$ cat config.mk
export PLATFORM = sky130hd
export DESIGN_NAME = drs_decoder
export DESIGN_NICKNAME = d
export VERILOG_FILES = /design/src/hdl/drs_pkg.sv /design/src/hdl/drs_store_mem.sv /design/src/hdl/drs_decoder.sv
export SDC_FILE = /design/constraint.sdc
export NUM_CORES = 1
export LEC_CHECK = 0
export BUFFER_PORTS_ARGS = -buffer_cell sky130_fd_sc_hd__buf_4
export CORE_MARGIN = 4
export CORE_UTILIZATION = 45
export CTS_BUF_LIST = sky130_fd_sc_hd__clkbuf_8 sky130_fd_sc_hd__clkbuf_16
export DETAILED_ROUTE_END_ITERATION = 6
export PLACE_DENSITY = 0.66
export SYNTH_ARGS = -nofsm -noshare
export SYNTH_HDL_FRONTEND = slang
export SYNTH_SLANG_ARGS = --single-unit
$ cat constraint.sdc
create_clock -name clk_i -period 5 [get_ports clk_i]
set_clock_uncertainty 0.2 [all_clocks]
set_input_delay 0.5 -clock clk_i [delete_from_list [all_inputs] [get_ports clk_i]]
set_output_delay 0.5 -clock clk_i [all_outputs]
set_load 0.005 [all_outputs]
$ cat src/hdl/drs_pkg.sv
`default_nettype none
package drs_pkg;
  // ===========================================
  // frame layout
  localparam int FRAME_BITS = 24;
  localparam int INSTR_MSB = 23;
  localparam int INSTR_LSB = 20;
  localparam int ADDR_MSB = 19;
  localparam int ADDR_LSB = 16;
  localparam int PAYLOAD_MSB = 15;
  localparam int WIPER_BITS = 10;
  localparam int STORE_WORDS = 16;
  // ===========================================
  // values
  localparam logic [9:0] WIPER_MID = 10'h200;
  localparam logic [9:0] WIPER_FULL = 10'h3ff;
  localparam logic [15:0] STORE_RESET = 16'h0200;
  // ===========================================
  // timing
  localparam int CLK_MHZ = 100;
  localparam int SAVE_TIME_MS = 25;
  localparam int SAVE_CYCLES = SAVE_TIME_MS * 1000 * CLK_MHZ;
  // ===========================================
  // instructions
  localparam logic [3:0] OP_NOP = 4'h0;
  localparam logic [3:0] OP_RESTORE = 4'h1;
  localparam logic [3:0] OP_SAVE = 4'h2;
  localparam logic [3:0] OP_WRSTORE = 4'h3;
  localparam logic [3:0] OP_SHR = 4'h4;
  localparam logic [3:0] OP_SHR_ALL = 4'h5;
  localparam logic [3:0] OP_DEC = 4'h6;
  localparam logic [3:0] OP_DEC_ALL = 4'h7;
  localparam logic [3:0] OP_RELOAD = 4'h8;
  localparam logic [3:0] OP_RD_STORE = 4'h9;
  localparam logic [3:0] OP_RD_WIPER = 4'ha;
  localparam logic [3:0] OP_WR_WIPER = 4'hb;
  localparam logic [3:0] OP_SHL = 4'hc;
  localparam logic [3:0] OP_SHL_ALL = 4'hd;
  localparam logic [3:0] OP_INC = 4'he;
  localparam logic [3:0] OP_INC_ALL = 4'hf;
endpackage : drs_pkg
`default_nettype wire

$ cat src/hdl/drs_store_mem.sv
`timescale 1ns/1ps
`default_nettype none
// ===========================================
// nonvolatile store model, registered read
module drs_store_mem #(
  parameter int DEPTH = 16,
  parameter int WIDTH = 16
) (
  input wire logic clk_i,
  input wire logic rst_i,
  input wire logic we_i,
  input wire logic [3:0] waddr_i,
  input wire logic [WIDTH-1:0] wdata_i,
  input wire logic [3:0] raddr_i,
  output logic [WIDTH-1:0] rdata_o
);
  // storage; reset stands in for factory contents
  logic [WIDTH-1:0] mem_reg [DEPTH];
  logic [WIDTH-1:0] rdata_reg;

  assign rdata_o = rdata_reg;

  // write port and registered read
  always_ff @(posedge clk_i) begin
    if (rst_i) begin
      for (int i = 0; i < DEPTH; i++) begin
        mem_reg[i] <= WIDTH'(drs_pkg::STORE_RESET);
      end
      rdata_reg <= '0;
    end else begin
      if (we_i) begin
        mem_reg[waddr_i] <= wdata_i;
      end
      rdata_reg <= mem_reg[raddr_i];
    end
  end
endmodule : drs_store_mem
`default_nettype wire

$ cat src/hdl/drs_decoder.sv
`timescale 1ns/1ps
`default_nettype none
// ===========================================
// serial command decoder for a dual wiper device
module drs_decoder #(
  parameter int SAVE_CYCLES = drs_pkg::SAVE_CYCLES
) (
  input wire logic clk_i,
  input wire logic rst_i,
  input wire logic serial_clk_i,
  input wire logic serial_in_pin_i,
  input wire logic chip_sel_n_i,
  input wire logic write_protect_n_i,
  input wire logic preset_reload_pin_n_i,
  output logic serial_out_pin_o,
  output logic ready_o,
  output logic read_power_o,
  output logic [9:0] wiper0_o,
  output logic [9:0] wiper1_o
);
  // ===========================================
  // pin synchronisers, two flops each
  logic [3:0] sync1_reg;
  logic [3:0] sync2_reg;
  logic [3:0] prev_reg;
  always_ff @(posedge clk_i) begin
    if (rst_i) begin
      // idle levels: serial clock parks low, the rest sit high
      sync1_reg <= 4'hb;
      sync2_reg <= 4'hb;
      prev_reg <= 4'hb;
    end else begin
      sync1_reg <= {preset_reload_pin_n_i, serial_clk_i, chip_sel_n_i, write_protect_n_i};
      sync2_reg <= sync1_reg;
      prev_reg <= sync2_reg;
    end
  end
  logic wp_n;
  logic cs_n;
  logic sclk;
  logic pr_n;
  logic sclk_rise;
  logic sclk_fall;
  logic cs_rise;
  logic pr_fall;
  logic pr_rise;
  assign wp_n = sync2_reg[0];
  assign cs_n = sync2_reg[1];
  assign sclk = sync2_reg[2];
  assign pr_n = sync2_reg[3];
  assign sclk_rise = sclk & ~prev_reg[2];
  assign sclk_fall = ~sclk & prev_reg[2];
  assign cs_rise = cs_n & ~prev_reg[1];
  assign pr_fall = ~pr_n & prev_reg[3];
  assign pr_rise = pr_n & ~prev_reg[3];

  // ===========================================
  // sequencer states
  typedef enum logic [4:0] {
    ST_BOOT = 5'b00001,
    ST_IDLE = 5'b00010,
    ST_FETCH = 5'b00100,
    ST_APPLY = 5'b01000,
    ST_SAVE = 5'b10000
  } drs_state_t;

  drs_state_t state_reg, state_next;
  logic [23:0] shift_reg, shift_next;   // serial shifter
  logic out_reg, out_next;              // serial out bit
  logic [9:0] wiper_reg [2];            // wiper_setting_reg per channel
  logic [9:0] wiper_next [2];
  logic [3:0] op_reg, op_next;          // latched instruction
  logic [3:0] addr_reg, addr_next;      // latched address
  logic [15:0] data_reg, data_next;     // latched payload
  logic ready_reg, ready_next;
  logic rdp_reg, rdp_next;              // read power state
  logic midscale_reg, midscale_next;    // preset pin held low
  logic [1:0] boot_reg, boot_next;      // boot load index
  logic [31:0] cnt_reg, cnt_next;       // save timer
  logic mem_we;
  logic [3:0] mem_waddr;
  logic [15:0] mem_wdata;
  logic [3:0] mem_raddr;
  logic [15:0] mem_rdata;
  logic [1:0] sdi_sync_reg;             // data pin synchroniser
  logic serial_in_pin_i_s;              // synchronised data bit

  drs_store_mem #(.DEPTH(drs_pkg::STORE_WORDS), .WIDTH(16)) u_store (
    .clk_i(clk_i),
    .rst_i(rst_i),
    .we_i(mem_we),
    .waddr_i(mem_waddr),
    .wdata_i(mem_wdata),
    .raddr_i(mem_raddr),
    .rdata_o(mem_rdata)
  );

  // saturating step of one wiper for a step opcode
  function automatic logic [9:0] step_wiper(input logic [3:0] op, input logic [9:0] w);
    logic [9:0] r;
    r = w;
    case (op)
      drs_pkg::OP_SHR, drs_pkg::OP_SHR_ALL: r = {1'b0, w[9:1]};
      drs_pkg::OP_DEC, drs_pkg::OP_DEC_ALL: r = (w == 10'h000) ? w : w - 10'h001;
      drs_pkg::OP_SHL, drs_pkg::OP_SHL_ALL: begin
        if (w == 10'h000) begin
          r = 10'h001;
        end else if (w >= drs_pkg::WIPER_MID) begin
          r = drs_pkg::WIPER_FULL;
        end else begin
          r = {w[8:0], 1'b0};
        end
      end
      drs_pkg::OP_INC, drs_pkg::OP_INC_ALL: r = (w == drs_pkg::WIPER_FULL) ? w : w + 10'h001;
      default: r = w;
    endcase
    return r;
  endfunction : step_wiper

  // true for opcodes that act on both channels
  function automatic logic is_gang(input logic [3:0] op);
    return op == drs_pkg::OP_SHR_ALL || op == drs_pkg::OP_DEC_ALL ||
           op == drs_pkg::OP_SHL_ALL || op == drs_pkg::OP_INC_ALL;
  endfunction : is_gang

  // ===========================================
  // next-state logic
  always_comb begin
    state_next = state_reg;
    shift_next = shift_reg;
    out_next = out_reg;
    wiper_next[0] = wiper_reg[0];
    wiper_next[1] = wiper_reg[1];
    op_next = op_reg;
    addr_next = addr_reg;
    data_next = data_reg;
    ready_next = ready_reg;
    rdp_next = rdp_reg;
    midscale_next = midscale_reg;
    boot_next = boot_reg;
    cnt_next = cnt_reg;
    mem_we = 1'b0;
    mem_waddr = addr_reg;
    mem_wdata = data_reg;
    mem_raddr = addr_reg;
    if (pr_fall) begin
      midscale_next = 1'b1;
    end
    // shifter locked during save; msb first
    if (!cs_n && state_reg != drs_state_t'(ST_SAVE) && state_reg != drs_state_t'(ST_BOOT)) begin
      if (sclk_rise) begin
        shift_next = {shift_reg[22:0], serial_in_pin_i_s};
      end
      if (sclk_fall) begin
        out_next = shift_reg[23];
      end
    end
    case (state_reg)
      ST_BOOT: begin
        mem_raddr = {2'b00, boot_reg};
        boot_next = boot_reg + 2'd1;
        if (boot_reg == 2'd1) begin
          wiper_next[0] = mem_rdata[9:0];
        end
        if (boot_reg == 2'd2) begin
          wiper_next[1] = mem_rdata[9:0];
          ready_next = 1'b1;
          state_next = ST_IDLE;
        end
      end
      ST_IDLE: begin
        if (midscale_reg) begin
          wiper_next[0] = drs_pkg::WIPER_MID;
          wiper_next[1] = drs_pkg::WIPER_MID;
          if (pr_rise) begin
            midscale_next = 1'b0;
            ready_next = 1'b0;
            boot_next = 2'd0;
            state_next = ST_BOOT;
          end
        end else if (cs_rise) begin
          op_next = shift_reg[drs_pkg::INSTR_MSB:drs_pkg::INSTR_LSB];
          addr_next = shift_reg[drs_pkg::ADDR_MSB:drs_pkg::ADDR_LSB];
          data_next = shift_reg[drs_pkg::PAYLOAD_MSB:0];
          state_next = ST_FETCH;
        end
      end
      ST_FETCH: begin
        // channel bit only for wiper ops
        mem_raddr = (op_reg == drs_pkg::OP_RD_STORE) ? addr_reg : {3'b000, addr_reg[0]};
        state_next = ST_APPLY;
      end
      ST_APPLY: begin
        state_next = ST_IDLE;
        case (op_reg)
          drs_pkg::OP_NOP: rdp_next = 1'b0;
          drs_pkg::OP_RESTORE: begin
            wiper_next[addr_reg[0]] = mem_rdata[9:0];
            rdp_next = 1'b1;
          end
          drs_pkg::OP_RELOAD: begin
            ready_next = 1'b0;
            boot_next = 2'd0;
            state_next = ST_BOOT;
          end
          drs_pkg::OP_RD_STORE: begin
            shift_next[15:0] = mem_rdata;
            ready_next = 1'b1;
          end
          // wiper readback; lands in data bytes
          drs_pkg::OP_RD_WIPER: begin
            shift_next[15:0] = {6'h00, wiper_reg[addr_reg[0]]};
            ready_next = 1'b1;
          end
          default: begin
            if (wp_n) begin
              case (op_reg)
                drs_pkg::OP_SAVE: begin
                  mem_we = 1'b1;
                  mem_waddr = {3'b000, addr_reg[0]};
                  mem_wdata = {6'h00, wiper_reg[addr_reg[0]]};
                  ready_next = 1'b0;
                  cnt_next = '0;
                  state_next = ST_SAVE;
                end
                drs_pkg::OP_WRSTORE: begin
                  // full payload; ten bits at 0,1
                  mem_we = 1'b1;
                  mem_waddr = addr_reg;
                  mem_wdata = (addr_reg[3:1] == 3'b000) ? {6'h00, data_reg[9:0]} : data_reg;
                  ready_next = 1'b0;
                  cnt_next = '0;
                  state_next = ST_SAVE;
                end
                drs_pkg::OP_WR_WIPER: wiper_next[addr_reg[0]] = data_reg[9:0];
                default: begin
                  if (is_gang(op_reg)) begin
                    wiper_next[0] = step_wiper(op_reg, wiper_reg[0]);
                    wiper_next[1] = step_wiper(op_reg, wiper_reg[1]);
                  end else begin
                    wiper_next[addr_reg[0]] = step_wiper(op_reg, wiper_reg[addr_reg[0]]);
                  end
                end
              endcase
            end
          end
        endcase
      end
      ST_SAVE: begin
        cnt_next = cnt_reg + 32'd1;
        if (cnt_reg == 32'(SAVE_CYCLES - 1)) begin
          ready_next = 1'b1;
          state_next = ST_IDLE;
        end
      end
      default: state_next = ST_IDLE;
    endcase
  end

  // data pin sampled through its own two flops
  assign serial_in_pin_i_s = sdi_sync_reg[1];
  always_ff @(posedge clk_i) begin
    if (rst_i) begin
      sdi_sync_reg <= 2'b00;
    end else begin
      sdi_sync_reg <= {sdi_sync_reg[0], serial_in_pin_i};
    end
  end

  // ===========================================
  // registers
  always_ff @(posedge clk_i) begin
    if (rst_i) begin
      state_reg <= ST_BOOT;
      shift_reg <= '0;
      out_reg <= 1'b0;
      wiper_reg[0] <= drs_pkg::WIPER_MID;
      wiper_reg[1] <= drs_pkg::WIPER_MID;
      op_reg <= drs_pkg::OP_NOP;
      addr_reg <= 4'h0;
      data_reg <= 16'h0000;
      ready_reg <= 1'b0;
      rdp_reg <= 1'b0;
      midscale_reg <= 1'b0;
      boot_reg <= 2'd0;
      cnt_reg <= '0;
    end else begin
      state_reg <= state_next;
      shift_reg <= shift_next;
      out_reg <= out_next;
      wiper_reg[0] <= wiper_next[0];
      wiper_reg[1] <= wiper_next[1];
      op_reg <= op_next;
      addr_reg <= addr_next;
      data_reg <= data_next;
      ready_reg <= ready_next;
      rdp_reg <= rdp_next;
      midscale_reg <= midscale_next;
      boot_reg <= boot_next;
      cnt_reg <= cnt_next;
    end
  end

  assign serial_out_pin_o = out_reg;
  assign ready_o = ready_reg;
  assign read_power_o = rdp_reg;
  assign wiper0_o = wiper_reg[0];
  assign wiper1_o = wiper_reg[1];
endmodule : drs_decoder
`default_nettype wire

==> results of run 1 <==
## metal layers
layer,GRT usage (%),part of all wire [%]
met4,11.6,5.1
met5,0,0
met1,35.5,42
met2,41.4,45
met3,4.04,8.2
## layout make-up
type / instances / area (um2) / area share, %
Sequential cell: 397 / 10500 / 45.2
Multi-Input combinational cell: 1529 / 9770 / 42.0
Clock buffer: 44 / 1090 / 4.68
Timing Repair Buffer: 104 / 831 / 3.57
Tap cell: 600 / 751 / 3.22
Clock inverter: 32 / 245 / 1.05
Inverter: 20 / 75.1 / 0.322
Antenna cell: 1 / 2.50 / 0.0107
## critical path, stage by stage, from the launching register on
cell and delay [ns]:
dfxtp_1 0.31, buf_4 0.27, mux2i_1 0.54, ha_1 0.31, nor4b_2 0.29, nor2_1 0.19, or3_1 0.45, a41o_1 0.26
or4b_4 0.59, a2111oi_4 0.28, o21ai_1 0.10
## cell usage in the layout, fill, tap and decap left out, drive strengths merged, types with 27 or more instances in the layout
master,count
nand3,64
a21oi,121
clkbuf,44
nor2,370
o21ai,71
inv,37
xor2,28
mux2i,226
nor3,31
edfxtp,256
nor4,27
nand2,174
mux2,58
dfxtp,141
buf,99
## per-stage QoR
stage / total power [mW] / instance area, um2 / hold slack [ns]
floorplan: 5.67 / 21000 / 0.189
global placement: 6.50 / 21900 / 0.198
detailed placement: 6.51 / 21900 / 0.196
CTS: 9.57 / 23300 / 0.154
global route: 9.93 / 23300 / 0.184
finish: 9.57 / 23300 / 0.170
## report_power, final
part	leakage, nW	total [mW]	internal (mW)	switching, mW
registers	3.73	3.91	3.64	0.269
logic	4.43	2.59	1.03	1.56
clock network	0.704	3.07	1.74	1.33
total	8.86	9.57	6.42	3.16
## what timing repair did
item | CTS | global route
hold buffers | 5 | 0
endpoints found under the setup margin | 0 | 0
endpoints found under the hold margin | 5 | 0
## cell families after synthesis
group | Yosys count | share of synthesized area [%]
compound gates | 391 | 12.7
fa+ha+maj | 7 | 0.418
mux | 284 | 13.9
flops | 397 | 50.1
other cells | 1 | 0.0179
buf+inv | 189 | 3.62
xor+xnor | 44 | 1.84
simple gates | 791 | 17.3
## worst paths after layout
kind	startpoint	endpoint	slack [ns]	cells past startpoint
max	flop	wiper_reg[1][9]	1.06	10
min	rst_i	shift_reg[23]	0.17	2
max reg2reg	flop	wiper_reg[1][9]	1.06	10
min reg2reg	sync1_reg[1]	sync2_reg[1]	0.21	1
==> flow_summary.yaml, run 1 <==
cells_and_area:
  fillers: 4179
  final_cell_count_no_fill: 2727
  largest_reg_flops: 256
  drive_gt1_share_pct: 12.5
  final_util_pct: 51.0
  syn_to_final_growth_pct: 11.1
  final_nets: 2109
synth:
  yosysSeqAreaShare_pct: 50.1
  synth_top_area_cell: "edfxtp_1"
  synth_top_area_share_pct: 36.7
  synthArstFlopShare_pct: 0
  synth_area_um2: 21000
  ys_warn_count: 0
  postSynthAreaPerCell_um2: 9.96
  synth_area_leaders: "edfxtp_1 (37%), dfxtp_1 (13%), mux2i_1 (11%)"
  synth_edf_count: 256
  synth_most_common_cell: "nor2_1"
  ys.flop_type: "edfxtp_1"
  ys_ff_latch: 397
  yosys-top-cells-count: "nor2_1 (370), edfxtp_1 (256), mux2i_1 (226), nand2_1 (174), dfxtp_1 (141)"
  synthCells: 2104
  ys_types: 93
routing:
  drc: 0
  drt-total-wl_mm: 67.1
  drtIter0Drc: 2037
  vias_per_cell: 6.25
  vias: 17051
  first_pass_iters: 7
  wl_per_cell_um: 24.6
  ant_nets: 0
floorplanning:
  ios: 30
  initial_core_util_pct: 45.9
  die_h_um: 224
  dieArea_um2: 50100
  die_w_um: 224
  rows: 78
  coreArea_um2: 45700
placed_design:
  hpwlAfterDp_mm: 45.3
  post-place-ws_ns: 1.15
  port_buffers: 29
  gp_congestion: 1.03
  dp_cells: 2645
power_and_ir_drop:
  irDropWorstVdd_uv: 312
  leakage_nw: 8.86
  p_per_area_nw_per_um2: 411
setup_path:
  arrival_ns: 4.17
  worstPathRequired_ns: 5.23
  cp_max_fo: 23
  worstSetupEndpointType: "flop"
  start_kind: "flop"
  worst-setup-path-type: "reg2reg"
sta:
  maxSlewViolCount: 0
  finalHoldViolCount: 0
  period_share_pct: 78.8
  max_slew_margin_pct: 18.0
  post-route-min-period_ns: 3.94
  fin_ws_ns: 1.06
  tightestPinTransition_ns: 1.21
  rsz0062_at_grt: "no"
  max_clock_freq_mhz: 254
  tns_ns: 0
  setup_viol: 0
clock_tree:
  post_cts_resized: 0
  h-tree-depth: 2
  post-cts-setup-buffers: 0
  cts_sinks: 397
  cts_root_buf: "clkbuf_16"
  cts_tree: "built"
  worstSkewPairLatency_ns: 0.58
  clk_pin_slew_ns: 0.07
  numCtsBuffers: 43
  cts_buffer_depth: 3
outcome:
  status: "completed"
global_routing:
  overflow: 0
  antenna_found_initial: 0
  grt_pass1_vias: 16298
  grt_pass1_wl_mm: 101
  track_usage_pct: 26.0
  grt_max_degree: 65
worst_hold_path:
  hold_path_class: "in2reg"
flow_run:
  cap_viol_max_count: 0
Note: power is estimated with default switching activity, not from simulation.
==> inputs of run 2 (changes only) <==
PLACE_DENSITY = 0.68   (was 0.66)
clock period = 3.3 ns   (was 5 ns; I/O delays follow)
==> run 2 against run 1 <==
Against the previous run: via count is 1.8% higher; maximum frequency is 24% higher; sequential power is 48% higher; die area stayed put; critical endpoint unchanged; sequential cell count stayed put.
==> flow_summary.yaml, run 2 (synthesized netlist as in run 1, its figures left out) <==
outcome:
  status: "completed"
routing:
  wl_per_cell_um: 24.3
  ant_nets: 0
  drt-total-wl_mm: 69.1
  first_pass_iters: 5
  vias_per_cell: 6.11
  vias: 17350
  drc: 0
  drtIter0Drc: 1722
floorplanning:
  die_w_um: 224
  rows: 78
  coreArea_um2: 45700
  die_h_um: 224
  initial_core_util_pct: 45.9
  dieArea_um2: 50100
  ios: 30
global_routing:
  track_usage_pct: 26.9
  antenna_found_initial: 1
  grt_pass1_wl_mm: 104
  grt_max_degree: 57
  overflow: 0
  grt_pass1_vias: 16802
power_and_ir_drop:
  p_int_mw: 10.2
  switchingPower_mw: 4.91
  seqPwrFrac_pct: 38.3
  leakage_nw: 9.55
  p_per_area_nw_per_um2: 617
  finalPower_mw: 15.1
  power_frac_clock_pct: 31.1
  p_sw_share_pct: 32.6
  combPwrFrac_pct: 30.5
  irDropWorstVdd_uv: 577
setup_path:
  arrival_ns: 3.42
  rrSetupSlack_ns: 0.13
  worstPathRequired_ns: 3.55
  worst-setup-path-type: "reg2reg"
  r2r_end: "wiper_reg[1][9]"
  reg2regPathDepth: 10
  cp-endpoint: "wiper_reg[1][9]"
  worstSetupEndpointType: "flop"
  cp_max_fo: 4
  start_kind: "flop"
cells_and_area:
  final_nets: 2224
  drive_gt1_share_pct: 17.8
  diodes: 0
  design_area_um2: 24500
  final_common_cell: "nor2_1"
  largest_reg_flops: 256
  layout_common_cells: "nor2_1 (369), edfxtp_1 (256), mux2i_1 (224)"
  syn_to_final_growth_pct: 16.7
sta:
  period_share_pct: 95.9
  tns_ns: 0
  tightestPinTransition_ns: 0.959
  post-route-min-period_ns: 3.17
  maxSlewViolCount: 0
  rsz0062_at_grt: "no"
  max_clock_freq_mhz: 316
  max_slew_margin_pct: 36.0
  finalHoldViolCount: 0
  setup_viol: 0
flow_run:
  cap_viol_max_count: 0
clock_tree:
  numCtsBuffers: 42
  cts_buffer_depth: 3
  worstSkewPairLatency_ns: 0.58
  cts_root_buf: "clkbuf_16"
  h-tree-depth: 2
  cts_sinks: 397
  cts_tree: "built"
  clk_pin_slew_ns: 0.06
placed_design:
  port_buffers: 29
  placed_area_um2: 23000
  hpwlAfterDp_mm: 48.9
  gp_congestion: 0.985
worst_hold_path:
  hold_path_class: "reg2reg"
## run 2: final cells by class
cell class | instances | area (um2)
clock inverters | 26 | 216
multi-input cells | 1529 | 9830
fillers | 4057 | 21200
well taps | 600 | 751
clock buffers | 49 | 1170
flip-flops and latches | 397 | 10500
inverters | 20 | 75.1
repair buffers | 220 | 1900
## run 2: power groups by stage
| stage | clock [mW] | sequential [mW] | combinational (mW) |
|---|---|---|---|
| after CTS | 4.78 | 5.78 | 4.53 |
| after global routing | 4.98 | 5.80 | 4.85 |
| after detailed placement | 0 | 5.88 | 4.50 |
| after floorplan | 0 | 5.75 | 2.87 |
| final | 4.70 | 5.79 | 4.61 |
| after global placement | 0 | 5.88 | 4.48 |
## run 2: metal layers
layer	vias up	share of wire, %	wire length (um)	GRT usage, %
met2	760	47	32200	43.3
met5	-	0.022	15	0
met1	8490	41	28600	36.0
li1	7923	-	-	-
met4	2	5.1	3510	12.5
met3	175	6.9	4750	3.91
## run 2: what timing repair did
action                                 CTS  global route
endpoints found under the hold margin   19             0
setup endpoints to repair                0           199
hold buffers                             6             0
gates resized for setup                  0             6
setup buffers                            0             1
## run 2: critical path: stages (launching register included)
cell,delay [ns]
dfxtp_4,0.38
mux2_4,0.31
inv_2,0.09
ha_4,0.16
nor4b_4,0.26
nor2_2,0.07
or3_4,0.38
a41o_1,0.24
or4b_4,0.54
a2111oi_4,0.29
o21ai_1,0.11
## run 2: worst min path at each step
stage              endpoint  cells past startpoint    startpoint
2_1_floorplan  sync2_reg[0]                      1  sync1_reg[0]
3_3_place_gp   sync2_reg[1]                      1  sync1_reg[1]
3_5_place_dp   sync2_reg[1]                      1  sync1_reg[1]
4_1_cts        sync2_reg[1]                      1  sync1_reg[1]
5_1_grt        sync2_reg[1]                      1  sync1_reg[1]
6_report       sync2_reg[1]                      1  sync1_reg[1]
## run 2: through the flow
| stage | hold slack, ns | instances | util, % | setup WS, ns |
|---|---|---|---|---|
| 6_report | 0.209 | 2841 | 53.6 | 0.135 |
| 5_1_grt | 0.230 | 2841 | 53.6 | 0.0114 |
| 4_1_cts | 0.210 | 2840 | 53.5 | 0.00639 |
| 3_5_place_dp | 0.194 | 2759 | 50.3 | 0.0112 |
| 3_3_place_gp | 0.200 | 2759 | 50.3 | 0.105 |
| 2_1_floorplan | 0.189 | 2115 | - | 0.00101 |
